<file path="config.mk">
export PLATFORM = sky130hd
export DESIGN_NAME = rtc_update_control_status
export DESIGN_NICKNAME = d
export VERILOG_FILES = /design/src/rtl/rtc_tick_divider.v /design/src/rtl/rtc_update_control_status.v
export VERILOG_INCLUDE_DIRS = /design/src /design/src/rtl
export SDC_FILE = /design/constraint.sdc
export NUM_CORES = 1
export LEC_CHECK = 0
export BUFFER_PORTS_ARGS = -buffer_cell sky130_fd_sc_hd__buf_4
export CORE_UTILIZATION = 40
export CTS_CLUSTER_DIAMETER = 120
export CTS_CLUSTER_SIZE = 30
export DETAILED_ROUTE_END_ITERATION = 8
export HOLD_SLACK_MARGIN = 0.08
export MAX_ROUTING_LAYER = met4
export PLACE_DENSITY = 0.66
export SLEW_MARGIN = 25
export SYNTH_ARGS = -nofsm -noshare
export SYNTH_HDL_FRONTEND = slang
export SYNTH_SLANG_ARGS = --single-unit
</file>
<file path="constraint.sdc">
create_clock -name mclk -period 4.37 [get_ports mclk]
set_input_delay 0.437 -clock mclk [delete_from_list [all_inputs] [get_ports mclk]]
set_output_delay 0.437 -clock mclk [all_outputs]
set_load 0.01 [all_outputs]
</file>
<file path="src/rtl/rtc_consts.vh">
// constants for the rtc control and status block
`ifndef RTC_CONSTS_VH
`define RTC_CONSTS_VH
// register offsets
`define OFF_RATE_OSC        8'h0a
`define OFF_INT_FMT         8'h0b
`define OFF_EVENT_STATUS    8'h0c
`define OFF_ALARM_DAY       8'h0d
// rate_oscillator_control fields
`define BIT_UPDATE_IN_PROG  7
`define OSC_MSB             6
`define OSC_LSB             4
`define OSC_RUN_A           3'h2
`define OSC_RUN_B           3'h3
`define OSC_HOLD_MASK       3'h6
`define RATE_MSB            3
// interrupt_format_control fields
`define BIT_TRANSFER_INHIB  7
`define BIT_PERIODIC_IE     6
`define BIT_ALARM_IE        5
`define BIT_UPDATE_IE       4
`define BIT_NUMBER_FMT      2
`define BIT_HOUR_FMT        1
`define BIT_DST_EN          0
// event_status fields
`define BIT_IRQ_FLAG        7
`define BIT_PERIODIC_FLAG   6
`define BIT_ALARM_FLAG      5
`define BIT_UPDATE_FLAG     4
// reset value of the enable bits of interrupt_format_control
`define INT_FMT_EN_RESET    3'h0
// timing: 32.768 kHz tick from a 200 MHz clock
`define MCLK_HZ             200000000
`define XTAL_HZ             32768
`define XTAL_DIV            (`MCLK_HZ / `XTAL_HZ)
`define TICKS_PER_SEC       32768
`define FIRST_UPDATE_MS     500
`define FIRST_UPDATE_TICKS  (`TICKS_PER_SEC * `FIRST_UPDATE_MS / 1000)
`define BUC_US              244
`define BUC_TICKS           ((`BUC_US * `XTAL_HZ + 999999) / 1000000)
`define UPDATE_US           1984
`define UPDATE_TICKS        ((`UPDATE_US * `XTAL_HZ + 999999) / 1000000)
`define RECOVERY_MS         200
`define RECOVERY_CYCLES     (`RECOVERY_MS * 200000)
`endif

</file>
<file path="src/rtl/rtc_tick_divider.v">
// crystal-rate tick divider with periodic rate tap
`timescale 1ns/1ps
module rtc_tick_divider #(
    parameter DIV = 6103
) (
    input  wire       mclk,
    input  wire       rst_n,
    input  wire       run,
    input  wire [3:0] rate_sel,
    output reg        tick,
    output reg        periodic_pulse
);
    reg  [12:0] pre;
    reg  [14:0] chain;
    wire [14:0] next_chain;
    reg  [3:0]  tap;
    wire        last_pre;

    assign last_pre   = (pre == DIV[12:0] - 13'h0001);
    assign next_chain = chain + 15'h0001;

    // rates 1,2 reuse taps of 8,9; zero gives no event
    always @*
    begin
        case (rate_sel)
            4'h1:    tap = 4'h6;
            4'h2:    tap = 4'h7;
            default: tap = rate_sel - 4'h2;
        endcase
    end

    always @(posedge mclk)
    begin
        if (!rst_n || !run)
        begin
            pre            <= 13'h0000;
            chain          <= 15'h0000;
            tick           <= 1'b0;
            periodic_pulse <= 1'b0;
        end
        else
        begin
            tick           <= last_pre;
            periodic_pulse <= 1'b0;
            if (last_pre)
            begin
                pre   <= 13'h0000;
                chain <= next_chain;
                if (rate_sel != 4'h0 && next_chain[tap] && !chain[tap])
                    periodic_pulse <= 1'b1;
            end
            else
                pre <= pre + 13'h0001;
        end
    end
endmodule // rtc_tick_divider

</file>
<file path="src/rtl/rtc_update_control_status.v">
// control and status registers of the real-time clock
`timescale 1ns/1ps
`include "rtc_consts.vh"
module rtc_update_control_status #(
    parameter RECOVERY_CYCLES = `RECOVERY_CYCLES,
    parameter TICK_DIV        = `XTAL_DIV
) (
    input  wire       mclk,
    input  wire       rst_n,
    input  wire       reg_sel,
    input  wire       reg_wr,
    input  wire       reg_rd,
    input  wire [7:0] reg_addr,
    input  wire [7:0] reg_wdata,
    input  wire       extended_ram_select,
    input  wire       power_fail,
    input  wire       backup_valid,
    input  wire       alarm_match,
    output reg  [7:0] reg_rdata,
    output reg        irq_n_oe,
    output reg        update_in_progress,
    output reg        copy_enable,
    output reg        clock_advance,
    output reg        write_protect,
    output reg        number_format,
    output reg        hour_format_select,
    output reg        daylight_saving_enable
);
    //------------------------------------------------------------
    // pin synchronisers
    //------------------------------------------------------------
    reg [2:0] sync_a;
    reg [2:0] sync_b;
    wire pf_s    = sync_b[0];
    wire bv_s    = sync_b[1];
    wire alarm_s = sync_b[2];

    always @(posedge mclk)
    begin
        if (!rst_n)
        begin
            sync_a <= 3'h0;
            sync_b <= 3'h0;
        end
        else
        begin
            sync_a <= {alarm_match, backup_valid, power_fail};
            sync_b <= sync_a;
        end
    end

    //------------------------------------------------------------
    // register storage
    //------------------------------------------------------------
    reg [2:0] osc_divider_control;
    reg [3:0] periodic_rate_select;
    reg       transfer_inhibit;
    reg       periodic_irq_enable;
    reg       alarm_irq_enable;
    reg       update_irq_enable;
    reg [5:0] alarm_day_field;
    reg       update_done_flag;
    reg       alarm_flag;
    reg       periodic_flag;
    reg       irq_request_flag;
    reg [31:0] recover_cnt;

    wire host_ok  = reg_sel && !extended_ram_select;
    wire wr_ok    = host_ok && reg_wr && !write_protect;
    wire rd_stat  = host_ok && reg_rd && reg_addr == `OFF_EVENT_STATUS;
    wire div_run  = (osc_divider_control == `OSC_RUN_A) ||
                    (osc_divider_control == `OSC_RUN_B);
    wire osc_hold = (osc_divider_control & `OSC_HOLD_MASK) == `OSC_HOLD_MASK;
    wire osc_on   = div_run || osc_hold;

    //------------------------------------------------------------
    // divider
    //------------------------------------------------------------
    wire tick;
    wire periodic_pulse;

    rtc_tick_divider #(
        .DIV            (TICK_DIV)
    ) u_div (
        .mclk           (mclk),
        .rst_n          (rst_n),
        .run            (div_run),
        .rate_sel       (periodic_rate_select),
        .tick           (tick),
        .periodic_pulse (periodic_pulse)
    );

    //------------------------------------------------------------
    // update sequencer
    //------------------------------------------------------------
    localparam ST_IDLE  = 3'b001;
    localparam ST_PRE   = 3'b010;
    localparam ST_UPD   = 3'b100;
    reg [2:0]  state;
    reg [14:0] sec_cnt;
    reg        first_pending;
    reg        update_end;

    localparam integer FIRST_LAST  = `FIRST_UPDATE_TICKS - 1;
    localparam integer SECOND_LAST = `TICKS_PER_SEC - 1;
    localparam integer PRE_LEAD    = `BUC_TICKS;
    localparam integer UPD_LAST    = `UPDATE_TICKS;

    wire [14:0] sec_last  = first_pending ? FIRST_LAST[14:0] : SECOND_LAST[14:0];
    wire [14:0] pre_start = sec_last - PRE_LEAD[14:0];

    always @(posedge mclk)
    begin
        if (!rst_n || !div_run)
        begin
            state         <= ST_IDLE;
            sec_cnt       <= 15'h0000;
            first_pending <= 1'b1;
            update_end    <= 1'b0;
            clock_advance <= 1'b0;
        end
        else
        begin
            update_end    <= 1'b0;
            clock_advance <= 1'b0;
            if (tick)
            begin
                if (sec_cnt == sec_last)
                    sec_cnt <= 15'h0000;
                else
                    sec_cnt <= sec_cnt + 15'h0001;
                case (state)
                    ST_IDLE:
                    begin
                        // enter pre-update before-update interval ahead of the second
                        if (sec_cnt == pre_start)
                            state <= ST_PRE;
                    end
                    ST_PRE:
                    begin
                        if (sec_cnt == sec_last)
                        begin
                            state         <= ST_UPD;
                            clock_advance <= 1'b1;
                        end
                    end
                    ST_UPD:
                    begin
                        if (sec_cnt == UPD_LAST[14:0])
                        begin
                            state         <= ST_IDLE;
                            update_end    <= 1'b1;
                            first_pending <= 1'b0;
                        end
                    end
                    default: state <= ST_IDLE;
                endcase
            end
        end
    end

    //------------------------------------------------------------
    // registers and flags
    //------------------------------------------------------------
    wire next_uf = update_end | (update_done_flag & ~rd_stat);
    wire next_af = (update_end & alarm_s) | (alarm_flag & ~rd_stat);
    wire next_pf = periodic_pulse | (periodic_flag & ~rd_stat);
    wire next_ie_u = update_irq_enable & ~transfer_inhibit;
    wire next_irq = (next_uf & next_ie_u & ~transfer_inhibit) |
                    (next_af & alarm_irq_enable) |
                    (next_pf & periodic_irq_enable);
    reg  [7:0] next_rdata;

    always @(posedge mclk)
    begin
        if (!rst_n)
        begin
            osc_divider_control  <= 3'h0;
            periodic_rate_select <= 4'h0;
            transfer_inhibit     <= 1'b0;
            {periodic_irq_enable, alarm_irq_enable, update_irq_enable} <= `INT_FMT_EN_RESET;
            number_format        <= 1'b0;
            hour_format_select   <= 1'b0;
            daylight_saving_enable <= 1'b0;
            alarm_day_field      <= 6'h00;
            update_done_flag     <= 1'b0;
            alarm_flag           <= 1'b0;
            periodic_flag        <= 1'b0;
            irq_request_flag     <= 1'b0;
            irq_n_oe             <= 1'b0;
            update_in_progress   <= 1'b0;
            copy_enable          <= 1'b0;
            write_protect        <= 1'b1;
            recover_cnt          <= 32'h0;
            reg_rdata            <= 8'h00;
        end
        else
        begin
            // set wins over the clearing read
            update_done_flag <= next_uf;
            alarm_flag       <= next_af;
            periodic_flag    <= next_pf;
            irq_request_flag <= next_irq | (irq_request_flag & ~rd_stat);
            irq_n_oe         <= next_irq | (irq_request_flag & ~rd_stat);
            update_in_progress <= (state != ST_IDLE) && !transfer_inhibit;
            copy_enable      <= !transfer_inhibit;
            if (pf_s)
            begin
                write_protect <= 1'b1;
                recover_cnt   <= 32'h0;
            end
            else if (recover_cnt == RECOVERY_CYCLES - 1)
                write_protect <= 1'b0;
            else
                recover_cnt <= recover_cnt + 32'h1;
            if (transfer_inhibit)
                update_irq_enable <= 1'b0;
            if (wr_ok)
            begin
                case (reg_addr)
                    `OFF_RATE_OSC:
                    begin
                        osc_divider_control  <= reg_wdata[`OSC_MSB:`OSC_LSB];
                        periodic_rate_select <= reg_wdata[`RATE_MSB:0];
                    end
                    `OFF_INT_FMT:
                    begin
                        transfer_inhibit    <= reg_wdata[`BIT_TRANSFER_INHIB];
                        periodic_irq_enable <= reg_wdata[`BIT_PERIODIC_IE];
                        alarm_irq_enable    <= reg_wdata[`BIT_ALARM_IE];
                        update_irq_enable   <= reg_wdata[`BIT_UPDATE_IE] &
                                               ~reg_wdata[`BIT_TRANSFER_INHIB];
                        number_format       <= reg_wdata[`BIT_NUMBER_FMT];
                        hour_format_select  <= reg_wdata[`BIT_HOUR_FMT];
                        daylight_saving_enable <= reg_wdata[`BIT_DST_EN];
                    end
                    `OFF_ALARM_DAY: alarm_day_field <= reg_wdata[5:0];
                    default: ;
                endcase
            end
            if (host_ok && reg_rd)
                reg_rdata <= next_rdata;
        end
    end

    //------------------------------------------------------------
    // read mux
    //------------------------------------------------------------
    always @*
    begin
        case (reg_addr)
            `OFF_RATE_OSC:
                next_rdata = {update_in_progress, osc_divider_control, periodic_rate_select};
            `OFF_INT_FMT:
                next_rdata = {transfer_inhibit, periodic_irq_enable, alarm_irq_enable,
                              update_irq_enable, 1'b0, number_format,
                              hour_format_select, daylight_saving_enable};
            `OFF_EVENT_STATUS:
                next_rdata = {irq_request_flag, periodic_flag, alarm_flag,
                              update_done_flag, 4'h0};
            `OFF_ALARM_DAY:
                next_rdata = {bv_s, 1'b0, alarm_day_field};
            default: next_rdata = 8'h00;
        endcase
    end

    wire unused_osc = osc_on;
endmodule // rtc_update_control_status

</file>
==> results of run 1 <==
==> metal layers <==
layer / up-vias / track usage, %
li1: 2443 / -
met1: 2272 / 21.6
met2: 77 / 29.7
met3: 18 / 4.46
met4: 0 / 8.84
met5: - / -
==> Yosys cell counts, types with 2 or more instances <==
cell,n
nor2b_1,21
a21boi_0,9
nor3b_1,3
nor3_1,15
or2_2,2
mux2i_1,17
a211oi_1,2
nand3_1,33
nand2b_1,5
nand3b_1,5
o31a_1,4
and2_1,19
a32oi_1,2
clkbuf_1,23
or4_1,2
and3_1,12
and4b_1,3
nor4_1,12
dfxtp_1,124
a222oi_1,5
ha_1,7
a22oi_1,4
or3_1,15
buf_2,7
nand2_1,51
and3b_1,2
a21oi_1,25
nand4_1,17
a22o_1,6
nor2_1,83
xnor2_1,24
or3b_2,2
inv_1,14
and4_1,3
xor2_1,36
o21ai_0,31
nor4b_1,7
==> kinds of logic (layout without fill, tap and decap cells) <==
group                    count (synthesis)  after routing  synth area share (%)
AND/OR/NAND/NOR                        321            321                  29.6
AO/OA/AOI/OAI                           98             98                  10.7
flip-flops                             124            124                  42.6
adder cells (fa/ha/maj)                  7              7                  1.50
multiplexers                            19             19                  3.50
buffers and inverters                   45             87                  3.11
XOR/XNOR                                60             60                  9.01
==> power by group through the flow <==
stage	logic, W	registers [W]	clock network (W)
floorplan	0.0000218	0.00116	0
global placement	0.0000457	0.00116	0
detailed placement	0.0000471	0.00116	0
CTS	0.0000475	0.00114	0.00148
global route	0.0000518	0.00114	0.00154
finish	0.0000472	0.00114	0.00145
==> stage by stage <==
stage / power [W] / cells / area [um^2] / util (%)
3_5_place_dp: 0.00121 / 864 / 6240 / 44.4
4_1_cts: 0.00267 / 896 / 6860 / 48.8
2_1_floorplan: 0.00118 / 674 / 5830 / -
5_1_grt: 0.00273 / 896 / 6860 / 48.8
3_3_place_gp: 0.00121 / 864 / 6240 / 44.4
6_report: 0.00263 / 896 / 6860 / 48.8
==> worst max path at each step <==
stage / endpoint / startpoint / slack (ns)
floorplan: alarm_day_field[0] / reg_addr[5] / 2.44
global placement: recover_cnt[4] / recover_cnt[16] / 1.89
detailed placement: recover_cnt[4] / recover_cnt[16] / 1.85
CTS: recover_cnt[4] / recover_cnt[16] / 1.84
global route: recover_cnt[4] / recover_cnt[16] / 1.61
finish: recover_cnt[4] / recover_cnt[16] / 1.85
==> cell type report <==
class | count | area, um^2
Tap cell | 180 | 225
Multi-Input combinational cell | 505 | 3170
Fill cell | 1305 | 7190
Clock inverter | 13 | 163
Timing Repair Buffer | 41 | 308
Sequential cell | 124 | 2480
Inverter | 14 | 52.6
Clock buffer | 19 | 453
==> sequential cells by signal (all words and copies together), names as in the netlist, 3 cells and up <==
signal / cells
periodic_rate_select: 4
u_div.chain: 15
sync_a: 3
sec_cnt: 15
alarm_day_field: 6
reg_rdata: 8
u_div.pre: 13
state: 3
osc_divider_control: 3
recover_cnt: 32
sync_b: 3
==> flow_summary.ini, run 1 <==
[route]
wl_met2_mm = 5.99
post_drt_via_cell_ratio = 5.37
drt_pass1_iterations = 5
wire_per_inst_um = 13.7
met3_length_um = 474
totalWireLength_mm = 12.2
drt-met1-wl_mm = 5.59
topRoutingLayerUsed = met4
via_count = 4810
drtAntennaViolNets = 0
drc = 0
drt_iter0_drc = 328

[global_routing]
grt_start_max_net_pins = 42
grt-ovfl-total = 0
grtUsageTotal_pct = 18.5
grt_pass1_vias = 4594
grt_pass1_wl_mm = 21.1
antenna_found_initial = 0

[timing]
setup_ws_ns = 1.85
rsz0062_at_grt = no
setup_viol = 0
fmax_mhz = 397
hold_slack_ns = 0.222
max_slew_margin_pct = 39.3
period_share_pct = 57.6
tightestPinTransition_ns = 0.908
hold_viol = 0
fin_setup_tns_ns = 0
slew_viol_final = 0
clock-skew-final_ns = 0.00844
final.min_clock_period_ns = 2.52

[power_and_ir_drop]
p_clk_share_pct = 55.0
p_switching_w = 0.000545
ir_drop_v = 0.000288
p_leak_nw = 2.32
switching_share_pct = 20.7
combinationalPowerShare_pct = 1.8
powerDensity_nw_per_um2 = 384
seqPwrFrac_pct = 43.3
p_int_w = 0.00209

[yosys]
synth_fp_nets = 706
avgSynthCellArea_um2 = 8.65
synth_area_leaders = dfxtp_1 (43%), xor2_1 (5.4%), nor2_1 (5.3%), xnor2_1 (3.6%), nand2_1 (3.3%)
ys_warn_count = 0
synth_area_leader_cell = dfxtp_1
synth_edf_count = 0
synth_async_sr_flop_share_pct = 0
ys_seq_area_share_pct = 42.6
synth_flop_cell = dfxtp_1
synthCells = 674
synth_seq_cells = 124
netlist_area_um2 = 5830
synth_cell_types = 59
yosys.area.top_type_share_pct = 42.6

[setup_path]
path_max_fanout = 11
start_kind = flop
regToRegEndpoint = recover_cnt[4]
cpPeakStageDelay_ns = 0.80
r2r_slack_ns = 1.85
setup.worst_path.end_class = flop
cp_num_cells = 6
r2r_start = recover_cnt[16]
cp_slowest_cell = nor4b_2
crit_type = reg -> reg
path_cells = or4b_1, nor4_1, nor4b_2, or3b_2, xor2_1, nor2_1
cp_num_buf_inv = 0
cp.required_ns = 4.66
arrival_ns = 2.80
crit_family = simple AND/OR/NAND/NOR gates
ff2ff_path_depth = 6

[clock_network]
htreeDepth = 4
clockRootBuffer = clkbuf_16
clockBufferDepth = 2
postCtsSetupBuffers = 0
cts.sinks = 124
path_clk_slew_ns = 0.06
ctsResizeCount = 0
cts_tree = done
cts_hold_buf = 0
numCtsBuffers = 17
clkLatencyLatePin_ns = 0.42

[die]
design.die.area_um2 = 15100
io_pins = 41
core_um2 = 14000
initial_core_util_pct = 41.5
die_w_um = 123
die_y_um = 123
rows = 43

[finish]
insertedDiodeCount = 0
drive_gt1_share_pct = 12.0
fin_nets = 735
syn_to_final_growth_pct = 17.5
final_common_cell = dfxtp_1
final_cell_mix = dfxtp_1 (124), nor2_1 (83), nand2_1 (51)

[worst_hold_path]
whs_endpoint = sync_a[1]
worstHoldStart = backup_valid
worstHoldPathCells = 2
holdCritPathClass = in -> reg

[placed_design]
gp_congestion = 0.891
dp_slack_ns = 1.85
dpl.hpwl_mm = 8.43
io_buffers = 40

[run_status]
status = finished, final reports clean

[flow_run]
max-cap-violations = 0
Note: power is estimated with default switching activity, not from simulation.
==> run 2: changes to the inputs <==
--- a/config.mk
+++ b/config.mk
@@ -6,6 +6,7 @@
 export SDC_FILE = /design/constraint.sdc
 export NUM_CORES = 1
 export LEC_CHECK = 0
+export ABC_AREA = 1
 export BUFFER_PORTS_ARGS = -buffer_cell sky130_fd_sc_hd__buf_4
 export CORE_UTILIZATION = 40
 export CTS_CLUSTER_DIAMETER = 120
@@ -13,7 +14,7 @@
 export DETAILED_ROUTE_END_ITERATION = 8
 export HOLD_SLACK_MARGIN = 0.08
 export MAX_ROUTING_LAYER = met4
-export PLACE_DENSITY = 0.66
+export PLACE_DENSITY = 0.68
 export SLEW_MARGIN = 25
 export SYNTH_ARGS = -nofsm -noshare
 export SYNTH_HDL_FRONTEND = slang
==> constraint.sdc (replaced) <==
create_clock -name mclk -period 2.1 [get_ports mclk]
set_input_delay 0.21 -clock mclk [delete_from_list [all_inputs] [get_ports mclk]]
set_output_delay 0.21 -clock mclk [all_outputs]
set_load 0.01 [all_outputs]
==> run 2 against run 1 <==
  * Power up 110%
  * Critical path depth up 1
  * Clock skew rose by 0.0018 ns
  * Wire length up 22%
  * Register-to-register slack got worse by 1.7 ns
  * Combinational power grew to 2.8 times the previous value
  * Synthesized cell count grew 36%
  * Die area up 7.5%
  * Global-route usage up 1.7 points
  * Cell count up 35%
  * Non-clock buffer count increased by 21
  * First-iteration DRC count increased by 43%
  * Critical endpoint is now update_irq_enable
==> flow_summary.ini, run 2 <==
[run_status]
status = finished, final reports clean

[clock_network]
clkLatencyLatePin_ns = 0.42
numCtsBuffers = 17
path_clk_slew_ns = 0.06
ctsResizeCount = 0
clockBufferDepth = 2
htreeDepth = 4
clockRootBuffer = clkbuf_16
cts_tree = done
cts.sinks = 124

[setup_path]
cp.required_ns = 2.45
cp_num_buf_inv = 1
crit_type = reg -> reg
cp_slowest_cell = dlygate4sd3_1
path_max_fanout = 8
cpPeakStageDelay_ns = 0.55
start_kind = flop
crit_family = simple AND/OR/NAND/NOR gates
setup.worst_path.end_class = flop
arrival_ns = 2.26
path_cells = nor2_1, and3_1, nand2_1, nor2_1, nand2_1, dlygate4sd3_1, a21oi_1

[timing]
hold_viol = 0
fin_setup_tns_ns = 0
period_share_pct = 91.1
setup_viol = 0
max_slew_margin_pct = 66.7
final.min_clock_period_ns = 1.91
slew_viol_final = 0
hold_slack_ns = 0.0982
tightestPinTransition_ns = 0.498
clock-skew-final_ns = 0.0102
fmax_mhz = 523
rsz0062_at_grt = no

[worst_hold_path]
holdCritPathClass = in -> reg

[power_and_ir_drop]
p_leak_nw = 2.79
powerDensity_nw_per_um2 = 722
ir_drop_v = 0.000817
switching_share_pct = 20.6
p_switching_w = 0.00113
combinationalPowerShare_pct = 2.4
p_clk_share_pct = 54.3
seqPwrFrac_pct = 43.3
p_int_w = 0.00435

[finish]
fin_nets = 1020
largest_reg_flops = 32
syn_to_final_growth_pct = 20.8
largestRegisters = recover_cnt: 32 flops, sec_cnt: 15 flops, u_div.chain: 15 flops
top_register = recover_cnt
final_common_cell = nand2_1
nFillCells = 1524
final_area_um2 = 7580
drive_gt1_share_pct = 12.9
insertedDiodeCount = 0
final_cell_mix = nand2_1 (230), dfxtp_1 (124), inv_1 (107)

[yosys]
yosys.area.top_type_share_pct = 39.5
synthTopCellsByCount = nand2_1 (230), dfxtp_1 (124), inv_1 (107), nor2_1 (92), nand3_1 (79)
ys_seq_area_share_pct = 39.5
synth_fp_nets = 950
avgSynthCellArea_um2 = 6.84
synth_flop_cell = dfxtp_1
yosysMostFrequentCell = nand2_1
synth_area_leader_cell = dfxtp_1
netlist_area_um2 = 6280
synth_seq_cells = 124
synth_area_leaders = dfxtp_1 (40%), nand2_1 (14%), inv_1 (6.4%), nand3_1 (6.3%), nor2_1 (5.5%)
ys_warn_count = 0
synth_async_sr_flop_share_pct = 0
synth_cell_types = 44
synthCells = 918
synth_edf_count = 0

[die]
initial_core_util_pct = 41.1
core_um2 = 15300
rows = 45
design.die.area_um2 = 16200
io_pins = 41
die_y_um = 127
die_w_um = 127

[placed_design]
io_buffers = 40
dpl.hpwl_mm = 10.9
place_area_um2 = 6880
gp_congestion = 0.908

[route]
post_drt_via_cell_ratio = 4.99
drt_pass1_iterations = 5
drt_iter0_drc = 469
drc = 0
drtAntennaViolNets = 0
totalWireLength_mm = 14.9
wire_per_inst_um = 12.3
via_count = 6042

[global_routing]
grt_start_max_net_pins = 32
antenna_found_initial = 0
grtUsageTotal_pct = 20.2
grt_pass1_wl_mm = 25.4
grt_pass1_vias = 5483
grt-ovfl-total = 0

[flow_run]
max-cap-violations = 0
==> run 2: cell types whose count changed after synthesis, moves of 21 or more <==
cell,previous run,this run
inv_1,14,107
nand2_1,51,230
nor2b_1,21,0
xnor2_1,24,3
xor2_1,36,13
a21oi_1,25,61
nand3_1,33,79
==> run 2: what timing repair did <==
action / 4_1_cts / 5_1_grt
endpoints found under the hold margin: 12 / 0
setup buffers: 0 / 0
hold buffers: 10 / 0
==> run 2: path summary, 6_finish.rpt <==
check / slack (ns) / from / cells past startpoint / to
setup / recovery: 0.19 / write_protect / 7 / update_irq_enable
hold reg to reg: 0.41 / sync_a[0] / 2 / sync_b[0]
setup reg to reg: 0.19 / write_protect / 7 / update_irq_enable
hold / removal: 0.1 / reg_wdata[3] / 3 / alarm_day_field[3]
==> run 2: power by group through the flow <==
stage | Combinational (W) | Sequential, W | Clock, W
final | 0.000132 | 0.00237 | 0.00298
after global routing | 0.000147 | 0.00237 | 0.00314
after CTS | 0.000133 | 0.00237 | 0.00303
after detailed placement | 0.000118 | 0.00242 | 0
after global placement | 0.000118 | 0.00242 | 0
after floorplan | 0.0000576 | 0.00242 | 0
==> run 2: cell type report <==
type / instances / area, um^2 / share of cell area (%)
Multi-Input combinational cell: 658 / 3270 / 43.2
Sequential cell: 124 / 2480 / 32.7
Timing Repair Buffer: 62 / 490 / 6.47
Inverter: 125 / 469 / 6.19
Clock buffer: 22 / 464 / 6.12
Tap cell: 211 / 264 / 3.48
Clock inverter: 10 / 140 / 1.85
==> run 2: per-stage QoR <==
stage                     std cells  utilization (%)  worst slack [ns]  total power (W)
after floorplan                 918                -             0.454          0.00248
after global placement         1170             45.1             0.330          0.00254
after detailed placement       1170             45.1             0.229          0.00254
after CTS                      1212             49.7             0.171          0.00553
after global routing           1212             49.7            0.0430          0.00566
final                          1212             49.7             0.187          0.00548
==> run 2: logic make-up (layout without fill, tap and decap cells) <==
| kind of cell | Yosys count | count (layout) | share of synthesized area [%] |
|---|---|---|---|
| simple gates | 498 | 498 | 36.1 |
| xor+xnor | 16 | 16 | 2.23 |
| buf+inv | 136 | 219 | 8.31 |
| flops | 124 | 124 | 39.5 |
| fa+ha+maj | 7 | 7 | 1.39 |
| compound gates | 137 | 137 | 12.4 |
==> run 2: worst reg2reg max path, stage by stage (launching register included) <==
cell and delay, ns:
dfxtp_1 0.35, nor2_1 0.13, and3_1 0.21, nand2_1 0.22
nor2_1 0.20, nand2_1 0.06, dlygate4sd3_1 0.55, a21oi_1 0.12
==> run 2: layer usage <==
layer | GRT usage (%) | share of wire [%] | up-vias
met4 | 6.58 | 1.4 | 0
met2 | 30.6 | 44 | 151
met5 | - | 0 | -
li1 | - | - | 3163
met1 | 26.7 | 50 | 2707
met3 | 4.31 | 4.6 | 21
